==> src/include/srso_pkg.sv <==
// shared constants and types of the system reset, status and options block
package srso_pkg;

    // register word offsets (byte addresses)
    localparam logic [3:0] SRSO_OFF_STATUS = 4'h0;
    localparam logic [3:0] SRSO_OFF_DBGRST = 4'h4;
    localparam logic [3:0] SRSO_OFF_OPTS   = 4'h8;
    localparam logic [3:0] SRSO_OFF_CLKO   = 4'hc;

    // reset_cause_status bit positions
    localparam int SRSO_ST_POR  = 7;
    localparam int SRSO_ST_PIN  = 6;
    localparam int SRSO_ST_WDOG = 5;
    localparam int SRSO_ST_ILLEGAL_OPCODE_FLAG = 4;
    localparam int SRSO_ST_CLKG = 2;
    localparam int SRSO_ST_LVD  = 1;
    localparam logic [7:0] SRSO_ST_RST = 8'h82;

    // debug_forced_reset bit
    localparam int SRSO_DBG_FORCE = 0;

    // system_options_once bit positions and reset values
    localparam int SRSO_OPT_WDEN  = 7;
    localparam int SRSO_OPT_WDLNG = 6;
    localparam int SRSO_OPT_STOP  = 5;
    localparam logic SRSO_OPT_WDEN_RST  = 1'b1;
    localparam logic SRSO_OPT_WDLNG_RST = 1'b1;
    localparam logic SRSO_OPT_STOP_RST  = 1'b0;

    // clock_output_control fields
    localparam int SRSO_CLK_EN  = 4;
    localparam int SRSO_CLK_DLO = 0;
    localparam int SRSO_CLK_DW  = 3;

    // watchdog periods in bus clocks and internal reset stretch
    localparam int SRSO_WDOG_SHORT = 8192;
    localparam int SRSO_WDOG_LONG  = 262144;
    localparam int SRSO_WDOG_W     = 18;
    localparam int SRSO_HOLD_CYC   = 4;

    typedef enum logic [1:0] {
        SRSO_RUN  = 2'b01,
        SRSO_HOLD = 2'b10
    } srso_state_e;

    // reset sources seen by the block, synchronous to clk_sys
    typedef struct packed {
        logic pin_low;     // external reset pin held low
        logic clkgen_req;  // clock generator asks for reset
        logic unimpl_op;   // unimplemented opcode fetched
        logic stop_exec;   // stop instruction executed
        logic background_instruction_exec;   // background instruction executed
        logic lv_trip;     // supply below trip level
    } srso_src_s;

    typedef struct packed {
        srso_state_e             st;
        logic [2:0]              hold_cnt;
        logic [7:0]              status;
        logic                    wd_en;
        logic                    wd_long;
        logic                    stop_ok;
        logic                    locked;
        logic                    ck_en;
        logic [2:0]              ck_div;
        logic [2:0]              div_cnt;
        logic                    ck_out;
        logic [SRSO_WDOG_W-1:0]  wd_cnt;
        logic                    ph_val;
        logic                    ph_wr;
        logic [3:0]              ph_addr;
        logic [31:0]             rdata;
    } srso_regs_s;

endpackage

==> src/design/srso_top.sv <==
// system reset status, write-once options and divided clock output
// Functional notes
// - status flags read-only; bits 3,0 zero
// - debug forced reset leaves all flags clear
// - status write restarts watchdog, flags unchanged
// - power-on sets power-on and low-voltage flags
// - low-voltage reset keeps power-on, sets low-voltage
// - other resets: flag per active source
// - low reset pin marks pin cause
// - watchdog expiry marks cause; disabled means none
// - illegal opcode, disallowed stop or background
// - clock generator request marks its cause
// - low-voltage reset needs both enables and trip
// - forced-reset register reads zero, bus-write ignored
// - debug write of one forces full reset
// - options readable, first write only, bits 4-0 zero
// - watchdog enable option resets to one
// - period option: 2^13 short, 2^18 long
// - stop option zero: stop becomes illegal opcode
// - clock output enable drives divided clock on pin
// - output frequency is bus clock over twice select
// - zero select with enable drives pin low
// - enable forces pin to output direction
`timescale 1ns/1ps
`default_nettype none
module srso_top
    import srso_pkg::*;
#(
    parameter int WDOG_SHORT = SRSO_WDOG_SHORT,
    parameter int WDOG_LONG  = SRSO_WDOG_LONG
) (
    input  wire logic        clk_sys,
    input  wire logic        arst_n,
    input  wire logic        hsel,
    input  wire logic [31:0] haddr,
    input  wire logic [1:0]  htrans,
    input  wire logic        hwrite,
    input  wire logic [2:0]  hsize,
    input  wire logic [31:0] hwdata,
    input  wire logic        hready,
    output logic             hreadyout,
    output logic             hresp,
    output logic [31:0]      hrdata,
    input  wire srso_src_s   rst_src,
    input  wire logic        bdm_allow,
    input  wire logic        lv_reset_en,
    input  wire logic        lv_stop_en,
    input  wire logic        dbg_wr,
    input  wire logic [7:0]  dbg_wdata,
    output logic             sys_reset,
    output logic             stop_enter,
    output logic             wdog_en_o,
    input  wire logic        port_out,
    input  wire logic        port_dir,
    output logic             pin_o,
    output logic             pin_oe
);

    srso_regs_s r_r;
    srso_regs_s r_nxt;

    logic                   addr_ph;
    logic                   wr_ph;
    logic                   illegal_op;
    logic                   lv_reset;
    logic                   wd_expire;
    logic                   force_rst;
    logic                   any_rst;
    logic [SRSO_WDOG_W-1:0] wd_limit;
    logic [7:0]             opts_rd;
    logic [7:0]             clko_rd;

    assign hreadyout = 1'b1;
    assign hresp     = 1'b0;
    assign hrdata    = r_r.rdata;
    assign addr_ph   = hsel & htrans[1] & hready;
    // writes during the internal reset stretch are dropped: the cpu is held
    assign wr_ph     = r_r.ph_val & r_r.ph_wr & (r_r.st == SRSO_RUN);

    assign illegal_op = rst_src.unimpl_op
                      | (rst_src.stop_exec & ~r_r.stop_ok)
                      | (rst_src.background_instruction_exec & ~bdm_allow);
    assign stop_enter = (r_r.st == SRSO_RUN) & rst_src.stop_exec & r_r.stop_ok;
    assign lv_reset   = lv_reset_en & lv_stop_en & rst_src.lv_trip;
    assign wd_limit   = r_r.wd_long ? SRSO_WDOG_W'(WDOG_LONG - 1)
                                    : SRSO_WDOG_W'(WDOG_SHORT - 1);
    // >= so a count left above a newly shortened period still expires
    assign wd_expire  = r_r.wd_en & (r_r.wd_cnt >= wd_limit);
    assign force_rst  = dbg_wr & dbg_wdata[SRSO_DBG_FORCE];
    assign any_rst    = lv_reset | rst_src.pin_low | wd_expire | illegal_op
                      | rst_src.clkgen_req | force_rst;
    assign sys_reset  = (r_r.st == SRSO_HOLD);
    assign wdog_en_o  = r_r.wd_en;

    assign opts_rd = {r_r.wd_en, r_r.wd_long, r_r.stop_ok, 5'h00};
    assign clko_rd = {3'h0, r_r.ck_en, 1'b0, r_r.ck_div};

    // pin mux; the enable overrides the port direction
    assign pin_oe = r_r.ck_en | port_dir;
    assign pin_o  = r_r.ck_en ? r_r.ck_out : port_out;

    always_comb begin
        r_nxt = r_r;
        // bus address phase capture and read data
        r_nxt.ph_val = addr_ph;
        if (addr_ph) begin
            r_nxt.ph_wr   = hwrite;
            r_nxt.ph_addr = haddr[3:0];
            unique case (haddr[3:0])
                SRSO_OFF_STATUS: r_nxt.rdata = {24'h0, r_r.status};
                SRSO_OFF_OPTS:   r_nxt.rdata = {24'h0, opts_rd};
                SRSO_OFF_CLKO:   r_nxt.rdata = {24'h0, clko_rd};
                default:         r_nxt.rdata = 32'h0;
            endcase
        end
        // register writes; the forced-reset address is not writable from the bus
        if (wr_ph) begin
            if (r_r.ph_addr == SRSO_OFF_OPTS && !r_r.locked) begin
                r_nxt.wd_en   = hwdata[SRSO_OPT_WDEN];
                r_nxt.wd_long = hwdata[SRSO_OPT_WDLNG];
                r_nxt.stop_ok = hwdata[SRSO_OPT_STOP];
                r_nxt.locked  = 1'b1;
            end
            if (r_r.ph_addr == SRSO_OFF_CLKO) begin
                r_nxt.ck_en  = hwdata[SRSO_CLK_EN];
                r_nxt.ck_div = hwdata[SRSO_CLK_DLO +: SRSO_CLK_DW];
            end
        end
        // watchdog: restart on any status write, never counts when disabled
        if (wr_ph && r_r.ph_addr == SRSO_OFF_STATUS) begin
            r_nxt.wd_cnt = '0;
        end else if (r_r.wd_en && r_r.wd_cnt < wd_limit) begin
            r_nxt.wd_cnt = r_r.wd_cnt + SRSO_WDOG_W'(1);
        end
        // divided clock: toggles every ck_div cycles, period 2*ck_div
        if (!r_r.ck_en || r_r.ck_div == 3'h0) begin
            r_nxt.div_cnt = 3'h0;
            r_nxt.ck_out  = 1'b0;
        end else if (r_r.div_cnt >= r_r.ck_div - 3'h1) begin
            r_nxt.div_cnt = 3'h0;
            r_nxt.ck_out  = ~r_r.ck_out;
        end else begin
            r_nxt.div_cnt = r_r.div_cnt + 3'h1;
        end
        // reset sequencing
        unique case (r_r.st)
            SRSO_RUN: begin
                if (any_rst) begin
                    r_nxt.st       = SRSO_HOLD;
                    r_nxt.hold_cnt = 3'(SRSO_HOLD_CYC - 1);
                    r_nxt.status   = 8'h00;
                    if (lv_reset) begin
                        r_nxt.status[SRSO_ST_POR] = r_r.status[SRSO_ST_POR];
                        r_nxt.status[SRSO_ST_LVD] = 1'b1;
                    end else begin
                        r_nxt.status[SRSO_ST_PIN]  = rst_src.pin_low;
                        r_nxt.status[SRSO_ST_WDOG] = wd_expire;
                        r_nxt.status[SRSO_ST_ILLEGAL_OPCODE_FLAG] = illegal_op;
                        r_nxt.status[SRSO_ST_CLKG] = rst_src.clkgen_req;
                    end
                    r_nxt.wd_en   = SRSO_OPT_WDEN_RST;
                    r_nxt.wd_long = SRSO_OPT_WDLNG_RST;
                    r_nxt.stop_ok = SRSO_OPT_STOP_RST;
                    r_nxt.locked  = 1'b0;
                    r_nxt.ck_en   = 1'b0;
                    r_nxt.ck_div  = 3'h0;
                    r_nxt.wd_cnt  = '0;
                end
            end
            SRSO_HOLD: begin
                r_nxt.wd_cnt = '0;
                if (r_r.hold_cnt == 3'h0) begin
                    r_nxt.st = SRSO_RUN;
                end else begin
                    r_nxt.hold_cnt = r_r.hold_cnt - 3'h1;
                end
            end
        endcase
    end

    always_ff @(posedge clk_sys or negedge arst_n) begin
        if (!arst_n) begin
            r_r          <= '0;
            r_r.st       <= SRSO_RUN;
            r_r.status   <= SRSO_ST_RST;
            r_r.wd_en    <= SRSO_OPT_WDEN_RST;
            r_r.wd_long  <= SRSO_OPT_WDLNG_RST;
            r_r.stop_ok  <= SRSO_OPT_STOP_RST;
        end else begin
            r_r <= r_nxt;
        end
    end

    logic run_s;
    assign run_s = (r_r.st == SRSO_RUN);
endmodule
`default_nettype wire

==> config.mk <==
export PLATFORM = sky130hd
export DESIGN_NAME = srso_top
export DESIGN_NICKNAME = d
export VERILOG_FILES = /design/src/include/srso_pkg.sv /design/src/design/srso_top.sv
export SDC_FILE = /design/constraint.sdc
export NUM_CORES = 1
export LEC_CHECK = 0
export CAP_MARGIN = 15
export CORE_ASPECT_RATIO = 0.75
export CORE_UTILIZATION = 55
export CTS_CLUSTER_SIZE = 10
export DETAILED_ROUTE_END_ITERATION = 8
export DONT_BUFFER_PORTS = 1
export PLACE_DENSITY = 0.69
export REMOVE_ABC_BUFFERS = 1
export SYNTH_ARGS = -nofsm -noshare
export SYNTH_HDL_FRONTEND = slang
export SYNTH_SLANG_ARGS = --single-unit
==> constraint.sdc <==
create_clock -name clk_sys -period 2.31 [get_ports clk_sys]
set_clock_uncertainty 0.15 [all_clocks]
set_input_delay 0.462 -clock clk_sys [delete_from_list [all_inputs] [get_ports clk_sys]]
set_output_delay 0.462 -clock clk_sys [all_outputs]
set_load 0.005 [all_outputs]
# Yosys cells after proc, flatten, opt, wreduce, memory -nomap -nowiden
# Cells that the tools add are included.
# word_totals
wordCells	95
in_bits	94
reg_bits	79
# op_classes
reduce_logical	15
eq_ne	10
muxes	22
n_bitwise	24
order_cmp	3
add_sub_neg	4
# op_table
operator	count
2-to-1 mux 18 bit	4
case mux 18 bit (2 select lines)	1
case mux 8 bit (3 select lines)	1
2-to-1 mux 21 bit	1
adder 18 x 1 -> 18 bit, second input constant	1
>= comparator 18 bit	1
< comparator 18 bit	1
equality test 4 bit, second input constant	4
2-to-1 mux 8 bit	2
AND 1 bit	12
2-to-1 mux 4 bit	3
case mux 5 bit (2 select lines)	1
2-to-1 mux 3 bit	3
zero test 4 bit	2
bitwise OR 1 bit	8
zero test 3 bit	2
AND reduction 2 bit	3
subtractor 3 x 1 -> 3 bit, second input constant	2
2-to-1 mux 1 bit	5
!= test 2 bit, second input constant	2
!= test 4 x 2 -> 1 bit, second input constant	1
inverter 1 bit	4
adder 3 x 1 -> 3 bit, second input constant	1
>= comparator 3 bit	1
9 further kinds	12

# Longest topological paths before layout
# Gate-level depths: netlist of the first run.
# depth
word_depth	9
ltp_mapped	9
ltp_nobuf	8

# Least setup slack after synthesis of the first run
# No wires, ideal clock.
# synth_path
kind	register to register
start	register r_r, in the netlist opts_rd[6]
end	register r_r[72] in the netlist's numbering
path_slack_ns	-0.065
setup_time_ns	0.118
t_arrival_ns	2.107
required_time_ns	2.042
stages_incl_launch_ff	10
path_cell_list	dfstp_2 > inv_1 > ha_1 > and4_1 > nand4_1 > o211ai_1 > a21oi_2 > or2_1 > buf_2 > a21o_1
# synth_via
elab_chain_len	8
# synth_rtl
item	line	text
start, declared	srso_top.sv:59	srso_regs_s r_r;
start signal, assigned	srso_top.sv:190	r_r <= r_nxt;
2-to-1 mux 18 bit	srso_top.sv:85	assign wd_limit = r_r.wd_long ? SRSO_WDOG_W'(WDOG_LONG - 1)
>= comparator 18 bit	srso_top.sv:88	assign wd_expire = r_r.wd_en & (r_r.wd_cnt >= wd_limit);
AND 1 bit	srso_top.sv:88	
bitwise OR 1 bit (2 in series)	srso_top.sv:90	assign any_rst = lv_reset | rst_src.pin_low | wd_expire | illegal_op
bitwise OR 1 bit (2 in series)	srso_top.sv:91	| rst_src.clkgen_req | force_rst;
AND reduction 2 bit (no source line)	-	
# Every way passes these cells.
# A chain may end at the register's enable or synchronous reset.

# Final worst setup path of the first run
# layout_path
start	register r_r[79] in the netlist's numbering
end	register r_r[42] in the netlist's numbering
# layout_via
elab_chain_len	6
word_cells_on_any_way	8
# layout_rtl
item	line	text
equality test 2 x 1 -> 1 bit	srso_top.sv:78, srso_top.sv:146	
AND 1 bit	srso_top.sv:78	assign wr_ph = r_r.ph_val & r_r.ph_wr & (r_r.st == SRSO_RUN);
logical AND 1 bit	srso_top.sv:130	if (wr_ph && r_r.ph_addr == SRSO_OFF_STATUS) begin
2-to-1 mux 18 bit	srso_top.sv:130	
2-to-1 mux 18 bit	srso_top.sv:148	if (any_rst) begin
case mux 18 bit (2 select lines)	srso_top.sv:146	unique case (r_r.st)
# Parallel ways exist; a longest one is shown, timed or not.

==> impl_summary.txt, run 1 <==
----------------------------------------------------
[Outcome]
  Status ... finished with violations
  Failing checks ... negative setup slack

[STA]
  Setup WS post-layout ... -0.0801 ns
  Worst max-slew margin expressed relative to the limit ... around 55%
  Slew of the pin with the lowest slew margin ... around 0.67 ns
  Share of the clock period used by the worst path ... 103%
  Achievable frequency ... between 0.4 and 0.5 GHz
  Minimum clock period ... between 2 and 2.5 ns
  Unrepaired setup endpoints after global routing ... yes
  Post-Route Setup TNS ... -0.471 ns
  Total count of hold-check failures in the final report ... 0
  Final setup violation count ... 17
  Pins Over Slew Limit ... 0

[Critical path]
  Reg2reg end ... r_r[42]
  Slowest-stage cell, CP ... sky130_fd_sc_hd__dfstp_2
  Startpoint of the worst-slack reg-to-reg timing path ... r_r[79]
  Worst path buffer plus inverter count ... 0
  Register-to-Register Setup Slack ... -0.08 ns
  Max Fanout on Critical Path ... 4
  Number of cells traversed by the worst register-to-register path ... 6
  Sort of element at the end of the critical path ... flip-flop
  Required time of the critical path ... around 2.4 ns
  Cell breakdown of the critical path ... or4b_4 > or4_4 > nand4_1 > a21o_2 > o31ai_2 > a21o_1
  Sort of element at the start of the critical path ... flip-flop
  Crit path DAT ... 2.44 ns
  Largest incremental delay on the critical path ... roughly 0.56 ns
  WS Path Type ... reg -> reg
  Kind of cell adding the most delay to the critical path ... simple AND/OR/NAND/NOR gates

[Logic synthesis]
  Synth top area share ... 39.3%
  Primary FF master, synth ... sky130_fd_sc_hd__dfrtp_1
  Leading post-synthesis cells by cell area ... sky130_fd_sc_hd__dfrtp_1, sky130_fd_sc_hd__buf_4, sky130_fd_sc_hd__ha_1
  Count of cell types in the netlist ... 51
  Synth Instances ... roughly 310
  Number of enable-type register cells in the synthesized netlist ... 0
  Part of the Yosys area used for sequential elements ... 43.5%
  Most frequent cells after synthesis ... sky130_fd_sc_hd__dfrtp_1, sky130_fd_sc_hd__buf_4, sky130_fd_sc_hd__nor2_1
  Most frequently used cell type in the post-synthesis netlist ... sky130_fd_sc_hd__dfrtp_1
  Fraction of registers with async set/reset ... 100%
  Syn avg cell area ... approximately 10 um^2
  Number of storage elements in the synthesis netlist ... 54
  Total of warnings raised by yosys ... 0
  Post-synthesis cell type with the largest combined area ... sky130_fd_sc_hd__dfrtp_1
  Synth Cell Area ... between 3000 and 4000 um^2

[Layout]
  Fin util ... between 60 and 70%
  Area of combinational cells with multiple inputs ... between 1500 and 2000 um^2
  Layout cell share with drive strength beyond 1 ... 23.6%
  Layout filler cell count ... approximately 450
  Antenna fix cells ... 0
  Count of nets after finishing ... between 400 and 500
  Area growth, synth to finish ... 12.0%
  Post-route cell area ... about 3500 um^2
  Footprint of the flip-flops and latches ... about 1400 um^2
  Count of non-filler cells in the finished layout ... ~400

[Detailed routing]
  Post-DRT Antenna Nets ... 0
  Total Routed Length ... 6030 um
  Routed length per placed instance ... about 15 um
  Via count of the routed design ... between 2,000 and 2,500
  Detailed router's first-iteration violation count ... 121
  Post-route DRC violation count ... 0
  Pre-Repair DR Iteration Count ... 4
  Number of vias per cell ... 5.33

[Placement]
  Post-place setup slack ... -0.266 ns
  RD Place Congestion ... 0.750
  Buffers on Ports ... 0
  Number of placed instances, taps included ... between 300 and 400
  HPWL after DPL ... 4300 um
  Cell area reported after detailed placement ... between 3000 and 4000 um^2

[Floorplan]
  Floorplan Core Area ... around 5400 um^2
  Die X ... approximately 89 um
  Starting utilization of the core area ... 57.6%
  Total number of placement rows ... 23
  Total Die Area ... between 5000 and 6000 um^2
  I/O Pins ... 133
  Die Height ... approximately 67 um

[Pwr]
  VDD IR-drop max ... around 0.00066 V
  Switching component of the power ... approximately 0.00067 W
  Logic gate share of total power ... 21.5%
  Switching portion of total power ... between 20% and 30%
  Pwr/cell area ... roughly 650 nW/um^2
  Clock power share ... ~29%
  P_int ... 0.00161 W
  Pleak ... roughly 1.6 nW
  Sequential fraction of design power ... 49.7%

[Clocking]
  CTS tree ... yes
  TritonCTS Sinks ... 54
  TritonCTS Buffers ... 5
  Maximum level of the CTS H-tree ... 2
  Maximum buffer depth of the clock tree ... 2
  Clock root cell ... sky130_fd_sc_hd__clkbuf_8
  Clock transition at the registers of the reported paths ... 0.11 ns
  Latest clock arrival within the worst-skew pair ... between 0.3 and 0.4 ns

[Global routing]
  Number of global-route vias before repair ... 2,008
  Total Routing Usage GR ... between 20% and 30%
  Global route overflow ... 0
  Number of antenna violations at the first check in global routing ... 0
  Wire length of the first global-routing pass ... ~9800 um
  Largest net degree at the start of global routing ... 55

[Worst hold path]
  Endpoint with the worst hold slack ... hrdata[0]
  Number of cells on the worst hold path ... 1
  Hold Crit Class ... in -> reg
  Worst Hold Launch ... haddr[0]

[Job]
  Max cap viols ... 0

----------------------------------------------------
-- worst max-delay path by stage --
stage                           from  slack [ns]  cells after the start  endpoint
after floorplan           opts_rd[6]       -0.06                      8   r_r[69]
after global placement    opts_rd[6]       -0.21                      8   r_r[72]
after detailed placement  opts_rd[6]       -0.27                      8   r_r[74]
after CTS                 opts_rd[6]       -0.09                      8   r_r[74]
after global routing      opts_rd[6]       -0.16                      9   r_r[74]
final                        r_r[79]       -0.08                      6   r_r[42]
-- routing by layer --
layer	wire length, um	up-vias	part of all wire [%]	global-route usage (%)
li1	-	1028	-	-
met2	2650	52	44	32.7
met4	53	0	0.88	5.56
met1	3020	1031	50	31.7
met5	0	-	0	0
met3	312	6	5.2	5.62
-- per-stage QoR --
| stage | power [W] | hold slack (ns) |
|---|---|---|
| after floorplan | 0.00141 | 0.0164 |
| after global placement | 0.00149 | 0.0176 |
| after detailed placement | 0.00151 | 0.0176 |
| after CTS | 0.00228 | 0.0715 |
| after global routing | 0.00241 | 0.0520 |
| final | 0.00228 | 0.0785 |
-- cells in the final DEF, fill, tap and decap left out, types with 4 or more instances in the layout --
| master | n |
|---|---|
| sky130_fd_sc_hd__dfrtp_1 | 49 |
| sky130_fd_sc_hd__nand4_1 | 8 |
| sky130_fd_sc_hd__inv_1 | 15 |
| sky130_fd_sc_hd__dfstp_2 | 5 |
| sky130_fd_sc_hd__clkbuf_8 | 5 |
| sky130_fd_sc_hd__mux2_2 | 6 |
| sky130_fd_sc_hd__nand2_1 | 24 |
| sky130_fd_sc_hd__and4_1 | 4 |
| sky130_fd_sc_hd__and3_1 | 6 |
| sky130_fd_sc_hd__nor2_2 | 7 |
| sky130_fd_sc_hd__nor2_1 | 25 |
| sky130_fd_sc_hd__conb_1 | 27 |
| sky130_fd_sc_hd__buf_4 | 15 |
| sky130_fd_sc_hd__nor3_1 | 4 |
| sky130_fd_sc_hd__o21ai_0 | 8 |
| sky130_fd_sc_hd__and2_1 | 5 |
| sky130_fd_sc_hd__nand3_1 | 8 |
| sky130_fd_sc_hd__ha_1 | 11 |
| sky130_fd_sc_hd__xor2_1 | 12 |
| sky130_fd_sc_hd__mux2i_1 | 9 |
| sky130_fd_sc_hd__a21o_1 | 6 |
| sky130_fd_sc_hd__nand2b_1 | 4 |
-- cell type report --
type | count | share of cell area, %
timing repair buffer | 19 | 5.05
multi-input combinational | 225 | 48.3
inverter | 16 | 1.79
tap | 75 | 2.69
clock inverter | 3 | 1.36
clock buffer | 5 | 1.97
sequential | 54 | 38.9
-- repair_timing --
item                       CTS  global route
setup buffers                2             1
gates resized for setup     14            23
pin swaps                   12            13
setup endpoints to repair   33            37
hold buffers                 2             0
hold endpoints to repair    54             0
gates cloned                 1             0
-- cells by family (layout without fill, tap and decap cells) --
kind of cell,after synthesis,count (layout),synth area share [%]
AOI/OAI and AO/OA,40,40,9.75
xor gates and xnor gates,17,17,4.78
adders and majority gates,14,14,5.62
buffers and inverters,59,43,11.7
DFF,54,54,43.5
muxes,16,16,5.42
other,2,27,0.241
and+or+nand+nor,110,111,18.9
-- flip-flops by register name (all words and copies together), names as in the netlist --
| name | flops |
|---|---|
| wdog_en_o | 1 |
| hrdata | 7 |
| r_r | 40 |
| clko_rd | 4 |
| opts_rd | 2 |
-- power by group through the flow --
stage	Clock [W]	Sequential [W]	Combinational, W
2_1_floorplan	0	0.00112	0.000288
3_3_place_gp	0	0.00115	0.000347
3_5_place_dp	0	0.00115	0.000361
4_1_cts	0.000678	0.00113	0.000467
5_1_grt	0.000719	0.00115	0.000549
6_report	0.000657	0.00113	0.000489
Power figures use the tool's default switching activity.
==> inputs of run 2 (changes only) <==
- CORE_ASPECT_RATIO: 0.75 -> default
- CTS_CLUSTER_DIAMETER: default -> 80
- PLACE_DENSITY: 0.69 -> 0.66
- clock period: 2.31 -> 2.7 ns (I/O delays scaled with it)
==> run 2 against run 1 <==
Critical path type unchanged; non-clock buffer count decreased by 11; register-to-register slack improved by 0.27 ns; cell count decreased by 3.8%; fmax decreased by 4.8%; the flow now finishes without violations.
==> impl_summary.txt, run 2 (synthesis gave the netlist of run 1 again) <==
----------------------------------------------------
[Outcome]
  Status ... completed

[Floorplan]
  Die Height ... 77.3 um (+15%)
  Die X ... 77.3 um (-13%)
  Total number of placement rows ... 27 (+17%)
  Starting utilization of the core area ... 57.0% (-0.66 points)
  Total Die Area ... 5970 um^2 (about the same)
  Floorplan Core Area ... 5470 um^2 (+1.2%)
  I/O Pins ... 133 (unchanged)

[Clocking]
  Maximum level of the CTS H-tree ... 2 (unchanged)
  TritonCTS Buffers ... 5 (unchanged)
  Latest clock arrival within the worst-skew pair ... 0.31 ns (about the same)
  Clock transition at the registers of the reported paths ... 0.09 ns (-0.02 ns)
  TritonCTS Sinks ... 54 (unchanged)
  Post-cts sizing count ... 0 (-14)
  CTS tree ... yes
  Clock root cell ... sky130_fd_sc_hd__clkbuf_8
  Maximum buffer depth of the clock tree ... 2 (unchanged)

[Layout]
  Layout filler cell count ... 495 (+9.8%)
  Layout cell share with drive strength beyond 1 ... 12.9% (-11 points)
  Area growth, synth to finish ... 1.40%
  Commonest cells after routing, fill and taps aside ... sky130_fd_sc_hd__dfrtp_1, sky130_fd_sc_hd__conb_1, sky130_fd_sc_hd__nor2_1
  Footprint of the flip-flops and latches ... 1360 um^2 (unchanged)
  Most common library cell in the layout ignoring fill and taps ... sky130_fd_sc_hd__dfrtp_1
  Reg with most FFs ... r_r
  Max FFs per register ... 40 (unchanged)
  Post-route cell area ... 3160 um^2 (-9.5%)
  Count of nets after finishing ... 417 (-2.8%)
  Count of non-filler cells in the finished layout ... 382 (-3.8%)
  Area of combinational cells with multiple inputs ... 1490 um^2 (-12%)
  Antenna fix cells ... 0 (unchanged)

[Placement]
  Cell area reported after detailed placement ... 3030 um^2 (-2.3%)
  Buffers on Ports ... 0 (unchanged)
  RD Place Congestion ... 0.818 (+9.0%)
  HPWL after DPL ... 4020 um (-6.5%)
  Post-place setup slack ... 0.134 ns (+0.400 ns)
  Number of placed instances, taps included ... 371 (-3.1%)

[Detailed routing]
  Post-DRT Antenna Nets ... 0 (unchanged)
  Total Routed Length ... 5380 um (-11%)
  Pre-Repair DR Iteration Count ... 4 (unchanged)
  Routed length per placed instance ... 14.1 um (-7.2%)
  Detailed router's first-iteration violation count ... 66 (-45%)
  Number of vias per cell ... 5.28 (-1.0%)
  Post-route DRC violation count ... 0 (unchanged)
  Via count of the routed design ... 2,016 (-4.8%)

[Job]
  Max cap viols ... 0 (unchanged)

[Pwr]
  Pleak ... 1.51 nW (-5.4%)
  Sequential fraction of design power ... 55.8% (+6.1 points)
  Switching portion of total power ... 28.7% (-0.61 points)
  Switching component of the power ... 0.000494 W (-26%)
  VDD IR-drop max ... 0.000288 V (-57%)
  Pwr/cell area ... 544 nW/um^2 (-17%)
  Logic gate share of total power ... 18.8% (-2.7 points)
  P_int ... 0.00123 W (-24%)
  Clock power share ... 25.4% (-3.4 points)

[STA]
  Minimum clock period ... 2.51 ns (+0.122 ns)
  Achievable frequency ... 0.398 GHz (-4.8%)
  Pins Over Slew Limit ... 0 (unchanged)
  Setup WS post-layout ... 0.188 ns (+0.268 ns)
  Slew of the pin with the lowest slew margin ... 0.564 ns (-0.109 ns)
  Final setup violation count ... 0 (-17)
  Unrepaired setup endpoints after global routing ... no
  Share of the clock period used by the worst path ... 93.0% (-10 points)
  Post-Route Setup TNS ... 0 ns (+0.471 ns)
  Worst max-slew margin expressed relative to the limit ... 62.1% (+7.1 points)
  Total count of hold-check failures in the final report ... 0 (unchanged)

[Global routing]
  Total Routing Usage GR ... 19.7% (-2.1 points)
  Number of antenna violations at the first check in global routing ... 0 (unchanged)
  Number of global-route vias before repair ... 1,907 (-5.0%)
  Wire length of the first global-routing pass ... 9160 um (-6.2%)
  Largest net degree at the start of global routing ... 55 (unchanged)
  Global route overflow ... 0 (unchanged)

[Critical path]
  Sort of element at the start of the critical path ... flip-flop
  Startpoint of the worst-slack reg-to-reg timing path ... opts_rd[6]
  Cell breakdown of the critical path ... inv_1 > ha_1 > and4_1 > nand4_1 > o211ai_1 > a21oi_2 > or2_1 > a21o_1
  Largest incremental delay on the critical path ... 0.55 ns (about the same)
  CP startpoint ... opts_rd[6]
  Worst path buffer plus inverter count ... 1 (+1)
  Kind of cell adding the most delay to the critical path ... simple AND/OR/NAND/NOR gates
  Required time of the critical path ... 2.75 ns (+0.39 ns)
  Crit path DAT ... 2.57 ns (+0.13 ns)
  Sort of element at the end of the critical path ... flip-flop
  Max Fanout on Critical Path ... 7 (+3)
  Slowest-stage cell, CP ... sky130_fd_sc_hd__dfstp_2
  WS Path Type ... reg -> reg

[Worst hold path]
  Hold Crit Class ... in -> reg
  Worst Hold Launch ... haddr[0]

----------------------------------------------------
-- run 2: cell types whose count changed in the layout (fill, tap and decap cells not counted), moves of 3 or more --
cell / delta
sky130_fd_sc_hd__o21ai_0: +3
sky130_fd_sc_hd__o31ai_1: +3
sky130_fd_sc_hd__ha_4: -3
sky130_fd_sc_hd__nand3_1: +3
sky130_fd_sc_hd__o21ai_1: -3
sky130_fd_sc_hd__ha_1: +3
sky130_fd_sc_hd__buf_4: -9
-- run 2: final cells by class --
class,count,share of cell area [%]
Clock buffer,6,2.30
Clock inverter,2,0.317
Inverter,16,1.90
Multi-Input combinational cell,224,47.1
Sequential cell,54,42.9
Tap cell,72,2.85
Timing Repair Buffer,8,2.61
-- run 2: stage by stage --
stage	utilization [%]	power, W	hold WS (ns)
after floorplan	-	0.00120	0.0944
after global placement	55.4	0.00127	0.0955
after detailed placement	55.4	0.00128	0.0954
after CTS	57.6	0.00174	0.160
after global routing	57.8	0.00184	0.155
final	57.8	0.00172	0.166
-- run 2: path summary, 6_finish.rpt --
kind / end / slack (ns) / cells past startpoint
hold reg to reg: r_r[57] / 0.32 / 1
hold / removal: hrdata[0] / 0.17 / 1
setup reg to reg: r_r[73] / 0.19 / 8
max in group asynchronous: opts_rd[6] / 1.52 / 2
setup / recovery: r_r[73] / 0.19 / 8
min in group asynchronous: r_r[37] / 0.59 / 2
-- run 2: power groups by stage --
stage	Combinational (W)	Sequential (W)	Clock (W)
finish	0.000323	0.000960	0.000437
detailed placement	0.000308	0.000976	0
CTS	0.000330	0.000960	0.000455
floorplan	0.000247	0.000958	0
global placement	0.000297	0.000973	0
global route	0.000383	0.000973	0.000487
-- run 2: repair_timing --
action | in CTS | in global routing
setup endpoints to repair | 0 | 4
hold endpoints to repair | 54 | 0
buffers inserted | 0 | 1
hold buffers | 2 | 0
-- run 2: worst register-to-register path, delay by kind of cell, from the launching register on --
kind                       cells  cell delay [ns]
and+or+nand+nor                3             0.64
AOI/OAI and AO/OA              3             0.63
DFF                            1             0.55
adders and majority gates      1             0.33
buffers and inverters          1             0.11
-- run 2: routing by layer --
metal  track usage, %  wire length (um)  part of all wire [%]  vias up
li1                 -                 -                     -     1005
met1             25.9              2510                    47      954
met2             31.1              2460                    46       51
met3             6.31               347                   6.4        6
met4             5.66                61                   1.1        0
met5                0                 0                     0        -
==> inputs of run 3 (changes only) <==
- CORE_UTILIZATION: 55 -> 50
- PLACE_DENSITY: 0.66 -> 0.61
==> run 3 against run 2 <==
Combinational power is essentially flat; cell count grew 0.52%; highest routed layer unchanged; sequential share of layout area shrank 0.10 points; largest power group unchanged.
==> impl_summary.txt, run 3 (synthesis gave the netlist of run 1 again) <==
----------------------------------------------------
[Clocking]
  Clock transition at the registers of the reported paths ... 0.10 ns (about the same)
  Latest clock arrival within the worst-skew pair ... 0.31 ns (about the same)
  Post-CTS repair timing setup buffer count ... 0 (unchanged)
  CTS tree ... yes
  TritonCTS Buffers ... 5 (unchanged)
  Clock root cell ... sky130_fd_sc_hd__clkbuf_8
  TritonCTS Sinks ... 54 (unchanged)
  Maximum level of the CTS H-tree ... 2 (unchanged)
  Maximum buffer depth of the clock tree ... 2 (unchanged)

[Worst hold path]
  Number of cells on the worst hold path ... 1 (unchanged)
  Hold Crit Class ... in -> reg

[Layout]
  Max FFs per register ... 40 (unchanged)
  Commonest cells after routing, fill and taps aside ... sky130_fd_sc_hd__dfrtp_1, sky130_fd_sc_hd__conb_1, sky130_fd_sc_hd__nor2_1
  Antenna fix cells ... 0 (unchanged)
  Count of nets after finishing ... 416 (-0.24%)
  Reg with most FFs ... r_r
  Most common library cell in the layout ignoring fill and taps ... sky130_fd_sc_hd__dfrtp_1
  Layout filler cell count ... 572 (+16%)
  Area of combinational cells with multiple inputs ... 1490 um^2 (+0.17%)
  Area growth, synth to finish ... 1.65%
  Footprint of the flip-flops and latches ... 1360 um^2 (unchanged)
  Layout cell share with drive strength beyond 1 ... 12.9% (+0.042 points)

[Placement]
  Buffers on Ports ... 0 (unchanged)
  RD Place Congestion ... 0.801 (-2.1%)
  Post-place setup slack ... 0.113 ns (-0.0207 ns)
  HPWL after DPL ... 4000 um (-0.46%)

[Floorplan]
  Floorplan Core Area ... 5960 um^2 (+8.8%)
  Total number of placement rows ... 28 (+3.7%)
  Die X ... 81.0 um (+4.8%)
  Die Height ... 81.0 um (+4.8%)
  Total Die Area ... 6560 um^2 (+9.7%)
  Starting utilization of the core area ... 52.4% (-4.6 points)
  I/O Pins ... 133 (unchanged)

[Critical path]
  Largest incremental delay on the critical path ... 0.54 ns (about the same)
  Sort of element at the start of the critical path ... flip-flop
  Kind of cell adding the most delay to the critical path ... compound AO/OA/AOI/OAI gates
  Number of cells traversed by the worst register-to-register path ... 8 (unchanged)
  Max Fanout on Critical Path ... 8 (+1)
  Count of cell instances traversed by the critical path ... 8 (unchanged)
  Sort of element at the end of the critical path ... flip-flop
  Worst path buffer plus inverter count ... 1 (unchanged)
  Slowest-stage cell, CP ... sky130_fd_sc_hd__dfstp_2
  Crit path DAT ... 2.56 ns (about the same)
  WS Path Type ... reg -> reg
  Cell breakdown of the critical path ... inv_1 > ha_1 > and4_1 > nand4_1 > o211ai_1 > a21oi_2 > or2_4 > a21o_1
  Required time of the critical path ... 2.75 ns (about the same)

[Global routing]
  Global route overflow ... 0 (unchanged)
  Number of global-route vias before repair ... 1,980 (+3.8%)
  Largest net degree at the start of global routing ... 55 (unchanged)
  Number of antenna violations at the first check in global routing ... 0 (unchanged)
  Wire length of the first global-routing pass ... 9420 um (+2.9%)
  Total Routing Usage GR ... 19.2% (-0.55 points)

[STA]
  Post-Route Setup TNS ... 0 ns (unchanged)
  Total count of hold-check failures in the final report ... 0 (unchanged)
  Pins Over Slew Limit ... 0 (unchanged)
  Achievable frequency ... 0.399 GHz (+0.28%)
  Final setup violation count ... 0 (unchanged)
  WHS ... 0.161 ns (-0.00566 ns)
  Worst max-slew margin expressed relative to the limit ... 63.3% (+1.2 points)
  Minimum clock period ... 2.50 ns (-0.00702 ns)
  Unrepaired setup endpoints after global routing ... no
  Slew of the pin with the lowest slew margin ... 0.550 ns (-0.0141 ns)
  Setup WS post-layout ... 0.195 ns (+0.00702 ns)
  Share of the clock period used by the worst path ... 92.8% (-0.26 points)

[Pwr]
  Pleak ... 1.51 nW (about the same)
  Pwr/cell area ... 553 nW/um^2 (+1.7%)
  VDD IR-drop max ... 0.000427 V (+48%)

[Detailed routing]
  Total Routed Length ... 5520 um (+2.5%)
  Detailed router's first-iteration violation count ... 104 (+58%)
  Post-route DRC violation count ... 0 (unchanged)
  Pre-Repair DR Iteration Count ... 4 (unchanged)
  Via count of the routed design ... 2,031 (+0.74%)
  Number of vias per cell ... 5.29 (+0.22%)
  Post-DRT Antenna Nets ... 0 (unchanged)
  Routed length per placed instance ... 14.4 um (+2.0%)

[Outcome]
  Status ... completed

[Job]
  Max cap viols ... 0 (unchanged)

----------------------------------------------------
==> run 3: changes by cell type in the layout (fill, tap and decap cells not counted) <==
| cell | before | now |
|---|---|---|
| sky130_fd_sc_hd__buf_4 | 6 | 5 |
| sky130_fd_sc_hd__clkbuf_8 | 5 | 6 |
| sky130_fd_sc_hd__clkinv_2 | 2 | 1 |
| sky130_fd_sc_hd__or2_1 | 1 | 0 |
| sky130_fd_sc_hd__or2_4 | 0 | 1 |
==> run 3: cell type report <==
cell class                 instances  area share [%]
clock buffer                       7            2.72
tap                               75            2.96
timing repair buffer               7            2.37
inverter                          16            1.89
multi-input combinational        224            47.1
clock inverter                     1           0.158
sequential                        54            42.8
==> run 3: metrics by stage <==
stage               total power [W]  std cells  cell area, um^2  util [%]
finish                      0.00175        384             3170      53.2
global route                0.00188        384             3170      53.2
CTS                         0.00178        384             3170      53.2
detailed placement          0.00128        374             3040      51.0
global placement            0.00127        374             3040      51.0
floorplan                   0.00120        294             2910         -
==> run 3: layer usage <==
layer	routed length (um)	part of all wire (%)	track usage (%)
met1	2610	47	23.8
met2	2500	45	31.3
met3	361	6.5	7.08
met4	48	0.87	5.00
met5	0	0	0
==> run 3: path summary, 6_finish.rpt <==
check                      startpoint         to  slack (ns)
min in group asynchronous      arst_n    r_r[33]        0.61
max                        opts_rd[6]    r_r[72]        0.20
max in group asynchronous      arst_n  wdog_en_o        1.47
max reg2reg                opts_rd[6]    r_r[72]        0.20
min reg2reg                   r_r[57]    r_r[57]        0.31
min                          haddr[0]  hrdata[0]        0.16
==> run 3: power breakdown <==
part	total, W	switching, W	internal [W]
combinational	0.000325	0.000183	0.000142
clock	0.000465	0.000258	0.000208
sequential	0.000963	0.0000581	0.000905
==> run 3: worst register-to-register path: stages (launching register included) <==
cell	delay [ns]
sky130_fd_sc_hd__dfstp_2	0.54
sky130_fd_sc_hd__inv_1	0.10
sky130_fd_sc_hd__ha_1	0.33
sky130_fd_sc_hd__and4_1	0.20
sky130_fd_sc_hd__nand4_1	0.09
sky130_fd_sc_hd__o211ai_1	0.30
sky130_fd_sc_hd__a21oi_2	0.18
sky130_fd_sc_hd__or2_4	0.32
sky130_fd_sc_hd__a21o_1	0.18
==> run 3: repair_timing <==
action,4_1_cts,5_1_grt
endpoints found under the hold margin,54,0
resized for setup,0,1
endpoints found under the setup margin,0,4
hold buffers,2,0
